### config.mk
export PLATFORM = sky130hd
export DESIGN_NAME = fmtdl_decoder
export DESIGN_NICKNAME = d
export VERILOG_FILES = /design/src/fmtdl_pkg.sv /design/src/fmtdl_decoder.sv
export SDC_FILE = /design/constraint.sdc
export NUM_CORES = 1
export LEC_CHECK = 0
export BUFFER_PORTS_ARGS = -buffer_cell sky130_fd_sc_hd__buf_2
export CORE_MARGIN = 2
export CORE_UTILIZATION = 55
export DETAILED_ROUTE_END_ITERATION = 10
export PLACE_DENSITY = 0.74
export SYNTH_ARGS = -nofsm -noshare
export SYNTH_HDL_FRONTEND = slang
export SYNTH_SLANG_ARGS = --single-unit
### constraint.sdc
create_clock -name clk -period 7 [get_ports clk]
set_clock_uncertainty 0.05 [all_clocks]
set_input_delay 0.35 -clock clk [delete_from_list [all_inputs] [get_ports clk]]
set_output_delay 0.35 -clock clk [all_outputs]
set_load 0.01 [all_outputs]
### src/fmtdl_pkg.sv
// constants and carriers for the format command and defect list decoder
package fmtdl_pkg;
  localparam logic [7:0] OPC_FORMAT = 8'h04;
  localparam int CDB_LAST = 5;
  localparam int HDR_LAST = 3;
  localparam int FLAG_LIST_FOLLOWS = 4;
  localparam int FLAG_COMPLETE_LIST = 3;
  localparam int FLAG_OPTIONS_VALID = 7;
  localparam int FLAG_PRIMARY_DISABLE = 6;
  localparam logic [3:0] SENSE_ILLEGAL = 4'h5;
  localparam logic [7:0] ASC_BAD_OP = 8'h20;
  localparam logic [7:0] ASC_BAD_CDB = 8'h24;
  localparam logic [7:0] ASC_BAD_LIST = 8'h26;
  localparam int CYL_SHIFT = 8;
  localparam logic [31:0] SPARES_PER_CYL = 32'h0000_0004;
  localparam int GROWN_DEPTH = 16;
  localparam int GROWN_AW = 4;
  localparam int BUF_DEPTH = 2;

  typedef struct packed {
    logic [31:0] lba;
    logic [31:0] phys;
    logic slip;
  } fmtdl_defect_t;

  typedef struct packed {
    logic usePrimary;
    logic useGrown;
    logic useSupplied;
    logic clearGrown;
    logic fillEn;
    logic [7:0] fillPat;
  } fmtdl_sel_t;
endpackage : fmtdl_pkg

### src/fmtdl_decoder.sv
// format command and defect list decoder, drive side
//
// What this block does
// - opcode 04h in byte 0 is recognised as the format command
// - byte 1: unit and list format must be zero; bit4 follows, bit3 complete
// - list-follows one: enter data-out phase after command, accept defect list
// - list-follows zero: no data-out phase, no header or descriptors requested
// - each received block address is translated to physical and stored until the grown list holds GROWN_DEPTH entries
// - complete-list one with list-follows one discards old grown list and builds new one; without a list it is ignored
// - complete-list zero appends supplied defects to existing grown list
// - byte 2 is fill pattern, used only when mode page option enables it
// - interleave bytes 3 and 4 ignored, format always 1:1
// - list opens with four-byte header: reserved, options, length MSB first
// - options-valid one honours primary-disable; zero applies default scheme if primary-disable is zero, else list rejected
// - primary-disable one excludes factory list; zero includes it
// - other six option bits have no effect
// - length is descriptor bytes, four per descriptor; zero is legal
// - descriptor is four-byte address MSB first; sector marked bad, redirected
// - zero length, follows and complete: no defects, or factory only
// - zero length, not complete, options: grown only; no list: factory and grown
// - nonzero length, complete: provided only, or provided plus factory
// - nonzero length, not complete: provided plus grown, or plus all
// - defect with spare left on cylinder slips following blocks by one
// - invalid command field ends with key 5h code 24h, media untouched
`timescale 1ns/10ps
module fmtdl_decoder import fmtdl_pkg::*; (
  // clock and reset
  input wire logic clk,
  input wire logic sys_rst,
  // command and data-out bytes from the bus
  input wire logic inValid,
  output logic inReady,
  input wire logic [7:0] inByte,
  output logic dataOutReq,
  // mode page option
  input wire logic fillModeEn,
  // defect map entries
  output logic outValid,
  input wire logic outReady,
  output fmtdl_defect_t outDefect,
  // format result
  output logic fmtGo,
  output fmtdl_sel_t fmtSel,
  output logic chkCond,
  output logic [3:0] senseKey,
  output logic [7:0] senseAsc,
  // grown list status
  output logic [GROWN_AW:0] growCount,
  output logic growFull
);

  // ****************************************
  // helpers
  // ****************************************
  // a cylinder holds 2^CYL_SHIFT data blocks followed by its spares
  function automatic logic [31:0] cylOf(input logic [31:0] lba);
    cylOf = lba >> CYL_SHIFT;
  endfunction : cylOf
  function automatic logic [31:0] lba2phys(input logic [31:0] lba);
    lba2phys = lba + 32'(cylOf(lba) * SPARES_PER_CYL);
  endfunction : lba2phys

  // ****************************************
  // two-entry buffer toward the defect map
  // ****************************************
  fmtdl_defect_t bufMem_ff [BUF_DEPTH];
  logic wp_ff, rp_ff, nxt_wp, nxt_rp;
  logic [1:0] bufCnt_ff, nxt_bufCnt;
  logic push, pop;
  fmtdl_defect_t pushData;
  assign outValid = (bufCnt_ff != 2'h0);
  assign outDefect = bufMem_ff[rp_ff];
  assign pop = outValid && outReady;
  always_comb begin
    nxt_wp = push ? ~wp_ff : wp_ff;
    nxt_rp = pop ? ~rp_ff : rp_ff;
    nxt_bufCnt = bufCnt_ff + {1'b0, push} - {1'b0, pop};
  end
  always_ff @(posedge clk or posedge sys_rst) begin
    if (sys_rst) begin
      wp_ff <= 1'b0;
      rp_ff <= 1'b0;
      bufCnt_ff <= 2'h0;
    end else begin
      wp_ff <= nxt_wp;
      rp_ff <= nxt_rp;
      bufCnt_ff <= nxt_bufCnt;
    end
  end
  always_ff @(posedge clk) begin
    if (push) begin
      bufMem_ff[wp_ff] <= pushData;
    end
  end

  // ****************************************
  // command and list decoder
  // ****************************************
  typedef enum logic [1:0] {ST_CMD, ST_HDR, ST_DESC} fmtdl_state_t;
  fmtdl_state_t state_ff, nxt_state;
  logic [15:0] cnt_ff, nxt_cnt;
  logic lf_ff, nxt_lf, cmp_ff, nxt_cmp, fov_ff, nxt_fov, primary_disable_bit_ff, nxt_primary_disable_bit;
  logic badOp_ff, nxt_badOp, badCdb_ff, nxt_badCdb, badHdr_ff, nxt_badHdr;
  logic [7:0] pat_ff, nxt_pat, asc_ff, nxt_asc;
  logic [15:0] len_ff, nxt_len;
  logic [31:0] acc_ff, nxt_acc, lastCyl_ff, nxt_lastCyl, cylUse_ff, nxt_cylUse;
  logic go_ff, nxt_go, chk_ff, nxt_chk;
  fmtdl_sel_t sel_ff, nxt_sel;
  logic [GROWN_AW:0] grow_ff, nxt_grow;
  logic [31:0] grown_ff [GROWN_DEPTH];
  logic growWr, take, sameCyl;
  logic [31:0] lbaNow;
  // a full buffer stalls the list rather than dropping a descriptor
  assign inReady = (state_ff != ST_DESC) || (bufCnt_ff != 2'(BUF_DEPTH));
  assign take = inValid && inReady;
  assign dataOutReq = (state_ff != ST_CMD);
  assign lbaNow = {acc_ff[23:0], inByte};
  assign sameCyl = (cylOf(lbaNow) == lastCyl_ff) && (cylUse_ff != 32'h0);
  always_comb begin
    nxt_state = state_ff;
    nxt_cnt = cnt_ff;
    nxt_lf = lf_ff;
    nxt_cmp = cmp_ff;
    nxt_fov = fov_ff;
    nxt_primary_disable_bit = primary_disable_bit_ff;
    nxt_badOp = badOp_ff;
    nxt_badCdb = badCdb_ff;
    nxt_badHdr = badHdr_ff;
    nxt_pat = pat_ff;
    nxt_asc = asc_ff;
    nxt_len = len_ff;
    nxt_acc = acc_ff;
    nxt_lastCyl = lastCyl_ff;
    nxt_cylUse = cylUse_ff;
    nxt_go = 1'b0;
    nxt_chk = 1'b0;
    nxt_sel = sel_ff;
    nxt_grow = grow_ff;
    push = 1'b0;
    growWr = 1'b0;
    pushData = '0;
    if (take) begin
      case (state_ff)
        ST_CMD: begin
          nxt_cnt = cnt_ff + 16'h0001;
          case (cnt_ff)
            16'h0000: begin
              nxt_badOp = (inByte != OPC_FORMAT);
              nxt_badCdb = 1'b0;
            end
            16'h0001: begin
              nxt_lf = inByte[FLAG_LIST_FOLLOWS];
              nxt_cmp = inByte[FLAG_COMPLETE_LIST];
              nxt_badCdb = (inByte[7:5] != 3'h0) || (inByte[2:0] != 3'h0);
            end
            16'h0002: nxt_pat = inByte;
            16'h0005: begin
              // interleave bytes never reach any state: always 1:1
              nxt_cnt = 16'h0000;
              if (badOp_ff || badCdb_ff || inByte != 8'h00) begin
                nxt_chk = 1'b1;
                nxt_asc = badOp_ff ? ASC_BAD_OP : ASC_BAD_CDB;
              end else if (lf_ff) begin
                nxt_state = ST_HDR;
              end else begin
                nxt_go = 1'b1;
                nxt_sel = '{1'b1, 1'b1, 1'b0, 1'b0, fillModeEn, pat_ff};
              end
            end
            default: ;
          endcase
        end
        ST_HDR: begin
          nxt_cnt = cnt_ff + 16'h0001;
          case (cnt_ff)
            16'h0000: nxt_badHdr = (inByte != 8'h00);
            16'h0001: begin
              // the six other option bits are dropped here
              nxt_fov = inByte[FLAG_OPTIONS_VALID];
              nxt_primary_disable_bit = inByte[FLAG_PRIMARY_DISABLE];
            end
            16'h0002: nxt_len = {inByte, 8'h00};
            default: begin
              nxt_len = {len_ff[15:8], inByte};
              nxt_cnt = {len_ff[15:8], inByte};
              nxt_cylUse = 32'h0;
              if (badHdr_ff || inByte[1:0] != 2'h0 || (primary_disable_bit_ff && !fov_ff)) begin
                nxt_chk = 1'b1;
                nxt_asc = ASC_BAD_LIST;
                nxt_state = ST_CMD;
                nxt_cnt = 16'h0000;
              end else begin
                nxt_grow = cmp_ff ? '0 : grow_ff;
                nxt_sel.usePrimary = !(fov_ff && primary_disable_bit_ff);
                nxt_sel.useGrown = !cmp_ff;
                nxt_sel.clearGrown = cmp_ff;
                nxt_sel.fillEn = fillModeEn;
                nxt_sel.fillPat = pat_ff;
                nxt_sel.useSupplied = ({len_ff[15:8], inByte} != 16'h0000);
                nxt_go = ({len_ff[15:8], inByte} == 16'h0000);
                nxt_state = nxt_go ? ST_CMD : ST_DESC;
              end
            end
          endcase
        end
        ST_DESC: begin
          nxt_acc = lbaNow;
          nxt_cnt = cnt_ff - 16'h0001;
          if (cnt_ff[1:0] == 2'h1) begin
            // spares on a cylinder absorb its first SPARES_PER_CYL defects in a row by slipping one block each
            nxt_cylUse = sameCyl ? cylUse_ff + 32'h1 : 32'h1;
            nxt_lastCyl = cylOf(lbaNow);
            push = 1'b1;
            pushData = '{lbaNow, lba2phys(lbaNow), nxt_cylUse <= SPARES_PER_CYL};
            if (grow_ff != (GROWN_AW+1)'(GROWN_DEPTH)) begin
              growWr = 1'b1;
              nxt_grow = grow_ff + 1'b1;
            end
            if (cnt_ff == 16'h0001) begin
              nxt_go = 1'b1;
              nxt_state = ST_CMD;
              nxt_cnt = 16'h0000;
            end
          end
        end
        default: nxt_state = ST_CMD;
      endcase
    end
  end
  always_ff @(posedge clk or posedge sys_rst) begin
    if (sys_rst) begin
      state_ff <= ST_CMD;
      cnt_ff <= 16'h0000;
      lf_ff <= 1'b0;
      cmp_ff <= 1'b0;
      fov_ff <= 1'b0;
      primary_disable_bit_ff <= 1'b0;
      badOp_ff <= 1'b0;
      badCdb_ff <= 1'b0;
      badHdr_ff <= 1'b0;
      pat_ff <= 8'h00;
      asc_ff <= 8'h00;
      len_ff <= 16'h0000;
      acc_ff <= 32'h0;
      lastCyl_ff <= 32'h0;
      cylUse_ff <= 32'h0;
      go_ff <= 1'b0;
      chk_ff <= 1'b0;
      sel_ff <= '0;
      grow_ff <= '0;
    end else begin
      state_ff <= nxt_state;
      cnt_ff <= nxt_cnt;
      lf_ff <= nxt_lf;
      cmp_ff <= nxt_cmp;
      fov_ff <= nxt_fov;
      primary_disable_bit_ff <= nxt_primary_disable_bit;
      badOp_ff <= nxt_badOp;
      badCdb_ff <= nxt_badCdb;
      badHdr_ff <= nxt_badHdr;
      pat_ff <= nxt_pat;
      asc_ff <= nxt_asc;
      len_ff <= nxt_len;
      acc_ff <= nxt_acc;
      lastCyl_ff <= nxt_lastCyl;
      cylUse_ff <= nxt_cylUse;
      go_ff <= nxt_go;
      chk_ff <= nxt_chk;
      sel_ff <= nxt_sel;
      grow_ff <= nxt_grow;
    end
  end
  always_ff @(posedge clk) begin
    if (growWr) begin
      grown_ff[grow_ff[GROWN_AW-1:0]] <= pushData.phys;
    end
  end
  assign fmtGo = go_ff;
  assign fmtSel = sel_ff;
  assign chkCond = chk_ff;
  assign senseKey = chk_ff ? SENSE_ILLEGAL : 4'h0;
  assign senseAsc = chk_ff ? asc_ff : 8'h00;
  assign growCount = grow_ff;
  assign growFull = (grow_ff == (GROWN_AW+1)'(GROWN_DEPTH));
endmodule : fmtdl_decoder

# --- Yosys cells after proc, flatten, opt, wreduce, memory -nomap -nowiden ---
# Memory sizes are Yosys's and may differ from the RTL's.
# Index checks and enable logic that the tools add are counted.
word_totals:
  inputBits: 13
  mem_count: 1
  out_inout_bits: 101
  ramBits: 130
  regBits: 153
op_classes:
  eq_ne: 24
  n_mux: 64
  order_cmp: 1
  add_sub_neg: 7
  reduce_logical: 46
  bitwise_logic: 3
memory_table:
  columns: ["memory", "depth", "width", "read_ports", "rd_ports_with_merged_regs", "wr", "line_no", "rtl"]
  rows:
  - ["bufMem_ff", 2, 65, 1, 0, 1, "fmtdl_decoder.sv:66", "fmtdl_defect_t bufMem_ff [BUF_DEPTH];"]
op_table:
  columns: ["operator", "count"]
  rows:
  - ["two-way mux 65 bit", 3]
  - ["two-way mux 32 bit", 3]
  - ["two-way mux 16 bit", 5]
  - ["two-way mux 13 bit", 5]
  - ["case mux 32 bit (2 select lines)", 1]
  - ["case mux 16 bit (3 select lines)", 1]
  - ["two-way mux 8 bit", 5]
  - ["adder 32 x 1 -> 32 bit, second input constant", 1]
  - ["adder 32 x 26 -> 32 bit", 1]
  - ["less-or-equal comparator 32 x 3 -> 1 bit, second input constant", 1]
  - ["logical NOT 16 bit", 2]
  - ["case mux 16 bit (2 select lines)", 1]
  - ["nonzero test 32 bit", 1]
  - ["!= test 2 bit, second input constant", 13]
  - ["case mux 13 bit (2 select lines)", 1]
  - ["two-way mux 5 bit", 5]
  - ["== test 24 bit", 1]
  - ["AND reduction 3 bit", 7]
  - ["AND reduction 7 bit", 3]
  - ["two-way mux 1 bit", 18]
  - ["adder 16 x 1 -> 16 bit, second input constant", 1]
  - ["== test 16 x 1 -> 1 bit, second input constant", 1]
  - ["== test 16 x 2 -> 1 bit, second input constant", 1]
  - ["== test 16 x 3 -> 1 bit, second input constant", 1]
  - ["other kinds (31)", 63]

# --- Longest topological paths before layout ---
# Gate-level depths: netlist of the first run.
logic_depth:
  word_depth: 7
  depth_mapped: 13
  ltp_nobuf: 10

# --- Least setup slack after synthesis of the first run ---
# OpenSTA, ideal clock, no wires.
synth_timing:
  kind: "reg-to-reg"
  start: "register state_ff[0]"
  end: "memory bufMem_ff[0][0] (netlist name), enable pin"
  stages_incl_launch_ff: 10
  arrival_time_ns: 4.294
  synth_period_minus_slack_ns: 4.829
  required_time_ns: 6.465
  slack_ns: 2.171
  path_cell_list: "dfrtp_1 inv_1 ha_1 and2_1 and3_1 clkbuf_1 inv_2 clkbuf_1 clkbuf_1 nor2_1"
synth_between:
  elab_chain_cells: 6
  elab_cells_between_ends: 8
  classes_between: "eq/ne (2); mux (4); reduce/logical (2)"
synth_rtl:
  columns: ["element", "line_no", "rtl"]
  rows:
  - ["start, declared", "fmtdl_decoder.sv:100", "fmtdl_state_t state_ff, nxt_state;"]
  - ["start signal, assigned", "fmtdl_decoder.sv:252", "state_ff <= nxt_state;"]
  - ["!= test 2 bit", "fmtdl_decoder.sv:114", "assign inReady = (state_ff != ST_DESC) || (bufCnt_ff != 2'(BUF_DEPTH));"]
  - ["logical OR 1 bit", "fmtdl_decoder.sv:114", null]
  - ["logical AND 1 bit", "fmtdl_decoder.sv:115", "assign take = inValid && inReady;"]
  - ["two-way mux 1 bit *", "fmtdl_decoder.sv:142", "if (take) begin"]
  - ["two-way mux 1 bit *", "fmtdl_decoder.sv:91", "if (push) begin"]
  - ["two-way mux 1 bit (not written as such) *", "fmtdl_decoder.sv:92", "bufMem_ff[wp_ff] <= pushData;"]
  - ["end, declared", "fmtdl_decoder.sv:66", null]
# Mark *: on every way between the ends. The rest lies on a longest branch, timed or not.

# --- Final worst setup path of the first run ---
layout_timing:
  start: "register state_ff[0]"
  end: "memory bufMem_ff[0][60] (netlist name), enable pin"
# Same word-level chain as after synthesis.

==> results of run 1 <==
## per-layer routing
layer / track usage [%] / vias up
li1: - / 4987
met5: 0 / -
met3: 3.47 / 51
met4: 6.30 / 0
met1: 34.1 / 5270
met2: 39.3 / 291
## flip-flops by register name, indices dropped and copies added (netlist names), 5 cells and up
name        count
acc_ff         24
bufMem_ff     126
cylUse_ff      32
cnt_ff         16
fmtSel         13
len_ff          8
lastCyl_ff     24
growCount       5
pat_ff          8
## stage by stage
step | setup WS (ns) | util [%] | cells | instance area, sq um | total power [W]
floorplan | 2.17 | - | 1338 | 14600 | 0.00196
global placement | 2.95 | 58.6 | 1703 | 15200 | 0.00201
detailed placement | 2.86 | 58.6 | 1703 | 15200 | 0.00201
CTS | 2.83 | 62.3 | 1757 | 16200 | 0.00353
global route | 2.54 | 62.3 | 1757 | 16200 | 0.00363
finish | 2.89 | 62.3 | 1757 | 16200 | 0.00351
## power by group
| part | total [W] | switching, W | internal [W] | leakage, nW |
|---|---|---|---|---|
| clock network | 0.00153 | 0.000613 | 0.000912 | 0.463 |
| logic | 0.000234 | 0.000140 | 0.0000939 | 3.31 |
| registers | 0.00175 | 0.0000330 | 0.00172 | 2.91 |
| total | 0.00351 | 0.000786 | 0.00272 | 6.69 |
## layout by cell type (no fill, tap or decap), types with 22 or more instances in the layout
cell,count
sky130_fd_sc_hd__xor2_1,39
sky130_fd_sc_hd__and3_1,22
sky130_fd_sc_hd__nor3_1,22
sky130_fd_sc_hd__xnor2_1,26
sky130_fd_sc_hd__o21ai_0,91
sky130_fd_sc_hd__and2_1,40
sky130_fd_sc_hd__edfxtp_1,126
sky130_fd_sc_hd__nand3_1,42
sky130_fd_sc_hd__a21o_1,31
sky130_fd_sc_hd__a21oi_1,51
sky130_fd_sc_hd__ha_1,38
sky130_fd_sc_hd__inv_1,43
sky130_fd_sc_hd__dfrtp_1,147
sky130_fd_sc_hd__nand2_1,89
sky130_fd_sc_hd__mux2_2,120
sky130_fd_sc_hd__clkbuf_16,29
sky130_fd_sc_hd__buf_2,106
sky130_fd_sc_hd__nor2_1,86
## critical path: cells and delay by family (launching register included)
family        cells  cell delay [ns]
fa+ha+maj         1             0.46
buf+inv           5             1.63
flops             1             0.42
simple gates      3             1.14
## area by class of cell
class                   instances  area, sq um
well taps                     335          419
multi-input cells             934         6540
fillers                      2074         9790
clock inverters                13          149
clock buffers                  39          803
inverters                      45          174
flip-flops and latches        274         7490
repair buffers                117          618
## cell families (layout without fill, tap and decap cells)
group | count (synthesis) | in the layout | synth area share [%]
AO/OA/AOI/OAI | 275 | 275 | 12.1
XOR/XNOR | 65 | 65 | 3.91
adder cells (fa/ha/maj) | 39 | 39 | 3.40
buffers and inverters | 130 | 214 | 3.87
flip-flops | 274 | 274 | 51.4
multiplexers | 130 | 130 | 10.1
other | 1 | 7 | 0.0258
AND/OR/NAND/NOR | 418 | 418 | 15.1
## final timing paths
check	to	slack [ns]	cells past startpoint	start
setup / recovery	bufMem_ff[0][60]	2.89	9	state_ff[0]
hold / removal	len_ff[8]	0.13	2	inByte[0]
setup reg to reg	bufMem_ff[0][60]	2.89	9	state_ff[0]
hold reg to reg	asc_ff[5]	0.42	1	asc_ff[5]
max in group asynchronous	len_ff[12]	5.06	4	sys_rst
min in group asynchronous	growCount[0]	0.42	3	sys_rst
## timing repair
item / CTS / global route
hold buffers: 2 / 0
buffers inserted: 0 / 0
hold endpoints to repair: 72 / 0
==> summary by stage, run 1 <==
Run status
The flow ran to the end, and the final reports show no timing, DRC or antenna violations.

Placement
The HPWL after detailed placement is 22500 um. The count of port buffers added during placement is 106. The final estimated routing congestion in global placement is 0.902.

Synth
The cell type with the highest aggregate area in the netlist is sky130_fd_sc_hd__edfxtp_1. For this run, asynchronously set or reset flops after synthesis account for 54.0%. After synthesis the netlist holds a flip-flop and latch count of 274. The most frequent cell after synthesis is sky130_fd_sc_hd__dfrtp_1. The number of enable flip-flop cells after synthesis is 126.

The share of the Yosys chip area taken by registers is 51.4%. The most used flip-flop cell after synthesis is sky130_fd_sc_hd__dfrtp_1. After synthesis the cells add up to ~15000 sq um.

After synthesis, the most frequently instantiated cells are sky130_fd_sc_hd__dfrtp_1, sky130_fd_sc_hd__edfxtp_1, sky130_fd_sc_hd__mux2_2, sky130_fd_sc_hd__o21ai_0, sky130_fd_sc_hd__nand2_1. Ranked by total cell area, the synthesized netlist is headed by sky130_fd_sc_hd__edfxtp_1, sky130_fd_sc_hd__dfrtp_1, sky130_fd_sc_hd__mux2_2. The average cell area after synthesis is 10.9 sq um. Counting every instance in the synthesized netlist gives 1332. For this run, the number of Yosys warnings is 0. In this run, distinct cell masters in the synthesized netlist total 77. The fraction of synthesized cell area taken by the top area cell type is between 20% and 30%.

Worst setup path
Data on the critical path is required at its endpoint by 7.13 ns. The worst setup path is captured at a flip-flop. The library cell contributing the largest single delay on the critical path is sky130_fd_sc_hd__nor2_4. By startpoint and endpoint, the worst setup path is classified as reg2reg. The stage delay of the slowest cell on the critical path is just under 0.8 ns. Along the worst path, the maximum fanout reaches 41. Walking the worst path, the cells encountered are inv_1 > ha_1 > and2_1 > and3_1 > buf_4 > inv_2 > buf_4 > nor2_4 > buf_4.

The arrival time at the worst endpoint is 4.24 ns. STA classifies the critical path startpoint as a flip-flop. The cell that appears most often on the critical path is sky130_fd_sc_hd__buf_4.

Die
The initial utilization of the core area, before any placement, comes to 56.0%. The floorplan core area is around 26000 sq um. The width of the chip is 167 um. The overall die area is 27800 sq um. The number of core rows is 59. The I/O pin count is 114. In this run the vertical extent of the chip is 167 um.

Global route
The overall routing resource usage is between 20% and 30%. Entering global routing, the biggest net connects 78 pins. The number of global-route vias before repair came to 10415. The number of antenna violations at the first check in global routing is 0. The remaining global-route overflow is 0. The first global-routing pass estimated 55200 um of wire.

Clock tree
The root buffer cell is sky130_fd_sc_hd__clkbuf_16. The number of clock buffers added by TritonCTS is 28. The clock net in this run drives a total of 274 sinks. After clock tree synthesis, the clock-pin slew on the worst setup and hold paths is approximately 0.060 ns.

The clock tree buffer depth is 3. The maximum level of the CTS H-tree is 1. The clock tree from TritonCTS is built.

For the worst-skew pair, the clock arrives at the later sink with an insertion delay of 0.54 ns. The post-cts repair resize count is 0.

Timing
The worst path in the final design needs a cycle of roughly 4.1 ns, including I/O delays and setup. The final critical-path share of the clock period is between 50% and 60%. The final number of hold-violating endpoints came to 0. The total count of max-transition violations in the final report is 0. Setup violations remaining at the end of the flow were counted as 0.

Adding up every negative setup slack in the final design gives 0 ns. Measured against its own limit, the worst slew margin works out to 16.8%. The worst hold slack is 0.133 ns. The transition time of the tightest slew-check pin is approximately 1.2 ns. Setup repair after global routing left no endpoint under its margin.

The maximum achievable frequency is 243 MHz.

Drt
Signal routing reaches up to met4. The routed via count is around 11000. The number of routed nets with antenna violations is 0.

For this run, design rule violations remaining after detail routing come to 0. The met1 routed wirelength after detailed routing is 15300 um. The per-cell routed wire length is 19.1 um. The wire length on met2 is 16000 um. Wires add up to around 34000 um. The detailed-router iteration count before antenna repair is 5.

The amount of wire on met3 after detailed routing is roughly 1700 um. In this run, the number of DRC markers left after iteration 0 of detailed routing was 778. The average vias per placed instance is 6.03.

Pwr
Across the VDD grid, the largest voltage drop is 0.263 mV. For this design the ratio of total power to cell area is 217 nW/um^2. The standby leakage power is ~6.7 nW.

Run
The number of max-capacitance violations reported is 0.

Min path
The type of the worst min-delay path is in2reg.

Finish
The layout net count is 1452. From synthesis to final layout, the design area changed by 11.3%. Cells with a size suffix above 1 make up a little over a fifth of the layout. 0 antenna diodes ended up in the layout.
Note: power is estimated with default switching activity, not from simulation.
==> run 2, diff against run 1 <==
clock period = 3.8 ns   (was 7 ns; I/O delays follow)
==> run 2 against run 1 <==
Against the previous run: register-to-register slack lost 2.5 ns; clock power grew 82%; non-clock buffer count grew 17; first-iteration DRC count grew 19%; maximum frequency grew 22%; flip-flop and latch count is the same; critical path depth shrank 1; via count grew 0.45%; combinational power grew 88%; global-route usage shrank 0.23 points.
==> summary by stage, run 2 (same netlist as run 1, synthesis figures left out) <==
Run status
The run finished with clean final reports.

Global route
The overall routing resource usage came to 23.9% (-0.23 points). The number of global-route vias before repair is 10391 (-0.23%). The remaining global-route overflow was 0 (unchanged).

The maximum number of pins on one net before global-route repair is 53 (-32%). The wire length of the first global-routing pass came to 54600 um (-1.1%). The number of antenna violations at the first check in global routing is 0 (unchanged).

Timing
The worst hold slack is 0.0408 ns (-0.0920 ns). The minimum clock period is 3.38 ns (-0.728 ns). The total count of max-transition violations in the final report is 0 (unchanged). The transition time of the tightest slew-check pin came to 1.11 ns (-0.138 ns). The relative max-transition margin is 25.8% (+9.0 points). The setup TNS is 0 ns (unchanged). The final critical-path share of the clock period was 88.9% (+30 points).

The final number of hold-violating endpoints is 0 (unchanged). The maximum achievable frequency is 296 MHz (+22%). The count of final setup violators is 0 (unchanged).

Setup repair after global routing left no endpoint under its margin.

Pwr
The standby leakage power is 6.78 nW (+1.3%). The peak ir drop on the vdd network was 0.372 mV (+41%). The total power draw was 0.00645 W (+84%). The part of the total power dissipated in combinational logic was 6.8% (about the same). The fraction of power spent switching nets is 22.9% (+0.49 points). The power per unit of standard cell area is 394 nW/um^2 (+82%). The internal power summed over all cells is 0.00497 W (+82%).

The part of the power in the clock network is 43.1% (-0.3 points). The net switching component of the power came to 0.00148 W (+88%). The part of the total power dissipated in sequential elements was 50.1% (+0.2 points).

Clock tree
The total clock sinks is 274 (unchanged). The root buffer cell is sky130_fd_sc_hd__clkbuf_16. The clock latency on the worst-skew pair was 0.56 ns (+0.02 ns). The clock tree buffer depth came to 3 (unchanged).

TritonCTS built the clock tree. The maximum level of the CTS H-tree was 1 (unchanged). The TritonCTS buffer count is 29 (+3.6%). The clock-pin slew on the worst setup and hold paths is 0.06 ns (about the same).

Die
The vertical die dimension was 167 um (unchanged). The I/O pin count is 114 (unchanged). The floorplan core area is 26000 sq um (unchanged). The width of the chip is 167 um (unchanged). The overall die area came to 27800 sq um (unchanged).

The initial cell density of the core is 56.0% (unchanged). The number of core rows was 59 (unchanged).

Finish
The largest registers in the layout are bufMem_ff (126), cylUse_ff (32). The share of cells above drive strength 1 came to 22.5% (+0.68 points). The register with the most flip-flops in the final layout is bufMem_ff. The number of flip-flops in the largest register is 126 (unchanged). The number of inserted filler cells in the final layout is 2099 (+1.2%).

The layout net count is 1470 (+1.2%). In the layout the commonest cells are sky130_fd_sc_hd__dfrtp_1, sky130_fd_sc_hd__edfxtp_1, sky130_fd_sc_hd__mux2_2. The total non-filler cell area in the finished layout is 16400 sq um (+1.1%). Compared with the post-synthesis result, the final layout area differs by 12.5%. The most frequent standard cell in the layout excluding fill and tap cells is sky130_fd_sc_hd__dfrtp_1. The number of antenna cells inserted is 0 (unchanged). The post-route core utilization was 63.0% (+0.68 points).

Worst setup path
The worst setup path is launched from a flip-flop. The arrival time at the worst endpoint is 3.77 ns (-0.47 ns). The count of cells along the worst register-to-register path is 8 (-1). The endpoint type of the worst setup path is a flip-flop. The biggest fanout along the worst timing path came to 28 (-32%). The required time at the endpoint of the critical path is 4.19 ns (-2.94 ns). The type of the setup path with the least slack is reg2reg.

Drt
The count of unresolved DRC violations after routing came to 0 (unchanged). The detailed-router iteration count before antenna repair is 5 (unchanged). The sum of routed wire length over all layers came to 33600 um (about the same). The average vias per placed instance came to 5.99 (-0.62%). The number of routed nets with antenna violations is 0 (unchanged).

The number of design-rule violations left by the first detailed-router iteration is 928 (+19%). The routed via count came to 10647 (+0.45%). The per-cell routed wire length is 18.9 um (-1.0%).

Run
The number of max-capacitance violations reported is 0 (unchanged).

Placement
The count of port buffers added during placement came to 106 (unchanged). The placed instance area is 15400 sq um (+0.91%). The detailed placer's ending HPWL is 22600 um (+0.48%). The final estimated routing congestion in global placement was 0.917 (+1.7%).

Min path
The hold-critical path depth is 3 (+1). In this run the worst hold path is classified as in2reg.
run 2: changes by cell type in the layout (fill, tap and decap cells not counted), sizes merged:
cell and delta:
dlygate4sd3 +4, buf +13, inv -2, clkinvlp +2
bufinv -1, clkinv +3
run 2: worst paths after layout:
path,from,endpoint,slack [ns]
min in group asynchronous,sys_rst,fmtSel[1],0.28
hold reg to reg,asc_ff[5],asc_ff[5],0.41
setup / recovery,cnt_ff[0],cylUse_ff[8],0.42
setup reg to reg,cnt_ff[0],cylUse_ff[8],0.42
max in group asynchronous,sys_rst,growCount[2],2.48
hold / removal,outReady,rp_ff,0.04
run 2: cell type report:
type,count,area [sq um],area share (%)
Sequential cell,274,7490,45.7
Multi-Input combinational cell,934,6540,39.9
Timing Repair Buffer,134,806,4.92
Clock buffer,39,803,4.91
Tap cell,335,419,2.56
Inverter,45,173,1.05
Clock inverter,15,148,0.902
run 2: timing repair:
item	4_1_cts	5_1_grt
buffers inserted	0	0
endpoints found under the hold margin	40	0
resized for setup	0	0
hold buffers	6	0
run 2: metrics by stage:
| step | instances | setup slack [ns] |
|---|---|---|
| floorplan | 1338 | 0.0275 |
| global placement | 1716 | 0.664 |
| detailed placement | 1716 | 0.483 |
| CTS | 1776 | 0.460 |
| global route | 1776 | 0.205 |
| finish | 1776 | 0.420 |
run 2: worst max-delay path: stages (launching register included):
cell and delay, ns:
sky130_fd_sc_hd__dfrtp_1 0.48, sky130_fd_sc_hd__inv_1 0.10, sky130_fd_sc_hd__ha_1 0.31, sky130_fd_sc_hd__or3_1 0.40, sky130_fd_sc_hd__and3_2 0.27, sky130_fd_sc_hd__a21oi_1 0.35
sky130_fd_sc_hd__and3_1 0.26, sky130_fd_sc_hd__nand3_2 0.51, sky130_fd_sc_hd__o41ai_1 0.53
run 2: routing by layer:
metal  GRT usage [%]  vias to the layer above  part of all wire [%]
met5               0                        -                     0
met4            6.11                        0                   2.5
met3            2.92                       65                   4.7
met2            40.0                      303                    49
met1            33.2                     5264                    44
li1                -                     5015                     -
run 2: power by group through the flow:
stage          Clock (W)  Sequential (W)  Combinational [W]
6_report         0.00278         0.00323           0.000441
3_5_place_dp           0         0.00329           0.000429
3_3_place_gp           0         0.00328           0.000420
5_1_grt          0.00295         0.00324           0.000496
2_1_floorplan          0         0.00327           0.000339
4_1_cts          0.00283         0.00323           0.000437
==> run 3, diff against run 2 <==
CORE_UTILIZATION = 28   (was 55)
PLACE_DENSITY = not set   (was 0.74)
SETUP_SLACK_MARGIN = 0.02   (was not set)
==> run 3 against run 2 <==
Against the previous run: combinational power about the same; clock-buffer cell count unchanged; core utilization down 30 points; routed wire length up 11%; register-to-register slack better by 0.16 ns; first-iteration DRC count down 7.1%; worst hold slack worse by 0.0068 ns; worst setup slack better by 0.16 ns; largest power group unchanged.
==> summary by stage, run 3 (same netlist as run 1, synthesis figures left out) <==
Global route
The number of global-route vias before repair is 10367 (-0.23%). The number of antenna violations at the first check in global routing came to 0 (unchanged). The maximum number of pins on one net before global-route repair is 56 (+5.7%). The overall routing resource usage is 13.6% (-10 points).

The remaining global-route overflow is 0 (unchanged). The wire length of the first global-routing pass is 59200 um (+8.3%).

Worst setup path
The critical path buffer and inverter count is 1 (unchanged). The timing endpoint of the critical path is fmtSel[5]. The kind of start point of the critical path is a flip-flop. Walking the worst path, the cells encountered are or4_4 > nor4b_4 > and3_1 > nand4b_4 > a221oi_4 > buf_4 > mux2_2.

The biggest fanout along the worst timing path was 16 (-43%). The slack of the worst reg-to-reg path came to 0.58 ns (+0.16 ns). The critical register-to-register path startpoint is cnt_ff[10]. The start point of the critical path is cnt_ff[10]. The largest individual stage delay along the critical path comes from the cell sky130_fd_sc_hd__or4_4. The endpoint type of the worst setup path is a flip-flop. The required time at the endpoint of the critical path is 4.21 ns (+0.02 ns). The type of the setup path with the least slack is reg2reg. The count of cells along the worst register-to-register path is 7 (-1). The stage delay of the slowest cell on the critical path is 0.61 ns (+0.08 ns). In this run the critical register-to-register path is captured at fmtSel[5]. The kind of cell adding the most delay to the critical path is simple AND/OR/NAND/NOR gates. The arrival time at the worst endpoint was 3.63 ns (-0.14 ns).

The number of cells on the critical path is 7 (-1).

Clock tree
The clock tree buffer depth was 3 (unchanged). The maximum level of the CTS H-tree is 1 (unchanged). The post-CTS repair timing setup buffer count is 0 (unchanged).

The post-cts repair resize count is 0 (unchanged). The clock tree from TritonCTS is built. The total clock sinks was 274 (unchanged). The root buffer cell is sky130_fd_sc_hd__clkbuf_16.

The clock-pin slew on the worst setup and hold paths came to 0.06 ns (about the same). The TritonCTS buffer count is 29 (unchanged). The clock latency on the worst-skew pair is 0.58 ns (+0.02 ns).

Placement
The worst slack at placement is 0.622 ns (+0.139 ns). The count of port buffers added during placement is 106 (unchanged). The detailed placer's ending HPWL is 26000 um (+15%). The placed instance area is 15900 sq um (+3.3%). The final estimated routing congestion in global placement is 0.852 (-7.1%).

Run
The number of max-capacitance violations reported is 0 (unchanged).

Die
The overall die area came to 53800 sq um (+94%). The vertical die dimension was 232 um (+39%). The number of core rows is 83 (+41%). The initial cell density of the core is 28.4% (-28 points). The I/O pin count is 114 (unchanged).

The floorplan core area was 51300 sq um (+97%). The width of the chip is 232 um (+39%).

Pwr
The power per unit of standard cell area came to 394 nW/um^2 (about the same). The peak ir drop on the vdd network is 0.246 mV (-34%). The standby leakage power is 6.89 nW (+1.6%).

Timing
Setup repair after global routing left no endpoint under its margin. The final setup slack of the worst path came to 0.580 ns (+0.160 ns). The final number of hold-violating endpoints is 0 (unchanged). The maximum achievable frequency is 311 MHz (+5.0%). The setup TNS is 0 ns (unchanged). The worst hold slack came to 0.0340 ns (-0.00681 ns). The count of final setup violators is 0 (unchanged). The total count of max-transition violations in the final report is 0 (unchanged). The minimum clock period is 3.22 ns (-0.160 ns). The relative max-transition margin is 22.3% (-3.6 points).

The transition time of the tightest slew-check pin is 1.17 ns (+0.0601 ns). The final critical-path share of the clock period is 84.7% (-4.2 points).

Finish
The share of cells above drive strength 1 is 23.4% (+0.89 points). In the layout the commonest cells are sky130_fd_sc_hd__dfrtp_1, sky130_fd_sc_hd__edfxtp_1, sky130_fd_sc_hd__mux2_2. The number of inserted filler cells in the final layout came to 5197 (+150%).

From synthesis to final layout, the design area changed by 16.6%. The register containing the most flip-flops in the final layout is bufMem_ff. The total non-filler cell area in the finished layout came to 17000 sq um (+3.7%). The largest registers in the layout are bufMem_ff (126), cylUse_ff (32). Leaving out fill and tap cells, the most frequent cell in the layout is sky130_fd_sc_hd__dfrtp_1. The layout net count came to 1479 (+0.61%). The number of flip-flops in the largest register is 126 (unchanged). The number of antenna cells inserted was 0 (unchanged).

Drt
The sum of routed wire length over all layers is 37200 um (+11%). The routed via count is 10681 (+0.32%). The average vias per placed instance is 5.01 (-16%).

The detailed-router iteration count before antenna repair came to 7 (+2). The per-cell routed wire length came to 17.5 um (-7.6%). The number of routed nets with antenna violations was 0 (unchanged).

The number of design-rule violations left by the first detailed-router iteration is 862 (-7.1%). The count of unresolved DRC violations after routing is 0 (unchanged).

Min path
The type of the worst min-delay path is in2reg.

Run status
The run finished with clean final reports.
[run 3: cell count changes in the layout (fill, tap and decap cells not counted), moves of 3 or more]
cell and change:
sky130_fd_sc_hd__buf_4 +7, sky130_fd_sc_hd__clkinv_1 -3, sky130_fd_sc_hd__clkinv_2 +3, sky130_fd_sc_hd__clkbuf_16 +4
sky130_fd_sc_hd__clkbuf_1 -4
[run 3: metal layers]
metal	part of all wire (%)	up-vias	wire length [um]	global-route usage [%]
li1	-	5055	-	-
met1	45	5287	16900	18.6
met2	47	289	17600	22.5
met3	5.0	50	1850	2.26
met4	2.2	0	808	3.47
met5	0	-	0	0
[run 3: worst min-delay path by stage]
stage | start | end | slack [ns] | cells after the start
after floorplan | fillModeEn | fmtSel[8] | 0.29 | 1
after global placement | fillModeEn | fmtSel[8] | 0.37 | 2
after detailed placement | fillModeEn | fmtSel[8] | 0.39 | 2
after CTS | inByte[5] | acc_ff[5] | 0.002 | 2
after global routing | inByte[5] | acc_ff[5] | 0.02 | 2
final | inByte[5] | len_ff[13] | 0.03 | 2
[run 3: final cells by class]
class | instances | area [sq um] | share of cell area [%]
Multi-Input combinational cell | 934 | 6540 | 38.5
Tap cell | 680 | 851 | 5.01
Clock buffer | 39 | 882 | 5.20
Timing Repair Buffer | 143 | 888 | 5.23
Clock inverter | 15 | 153 | 0.899
Sequential cell | 274 | 7490 | 44.1
Inverter | 45 | 173 | 1.02
[run 3: what timing repair did]
item,4_1_cts,5_1_grt
endpoints found under the hold margin,52,0
hold buffers,7,0
endpoints found under the setup margin,0,0
[run 3: metrics by stage]
step	total power (W)	utilization, %	cells
finish	0.00668	33.1	2130
global route	0.00694	33.1	2130
CTS	0.00677	33.1	2130
detailed placement	0.00372	30.9	2069
global placement	0.00371	30.9	2069
floorplan	0.00360	-	1338
[run 3: power by group]
group | internal, W | switching (W)
registers | 0.00317 | 0.0000611
clock network | 0.00178 | 0.00124
logic | 0.000182 | 0.000260
total | 0.00513 | 0.00156
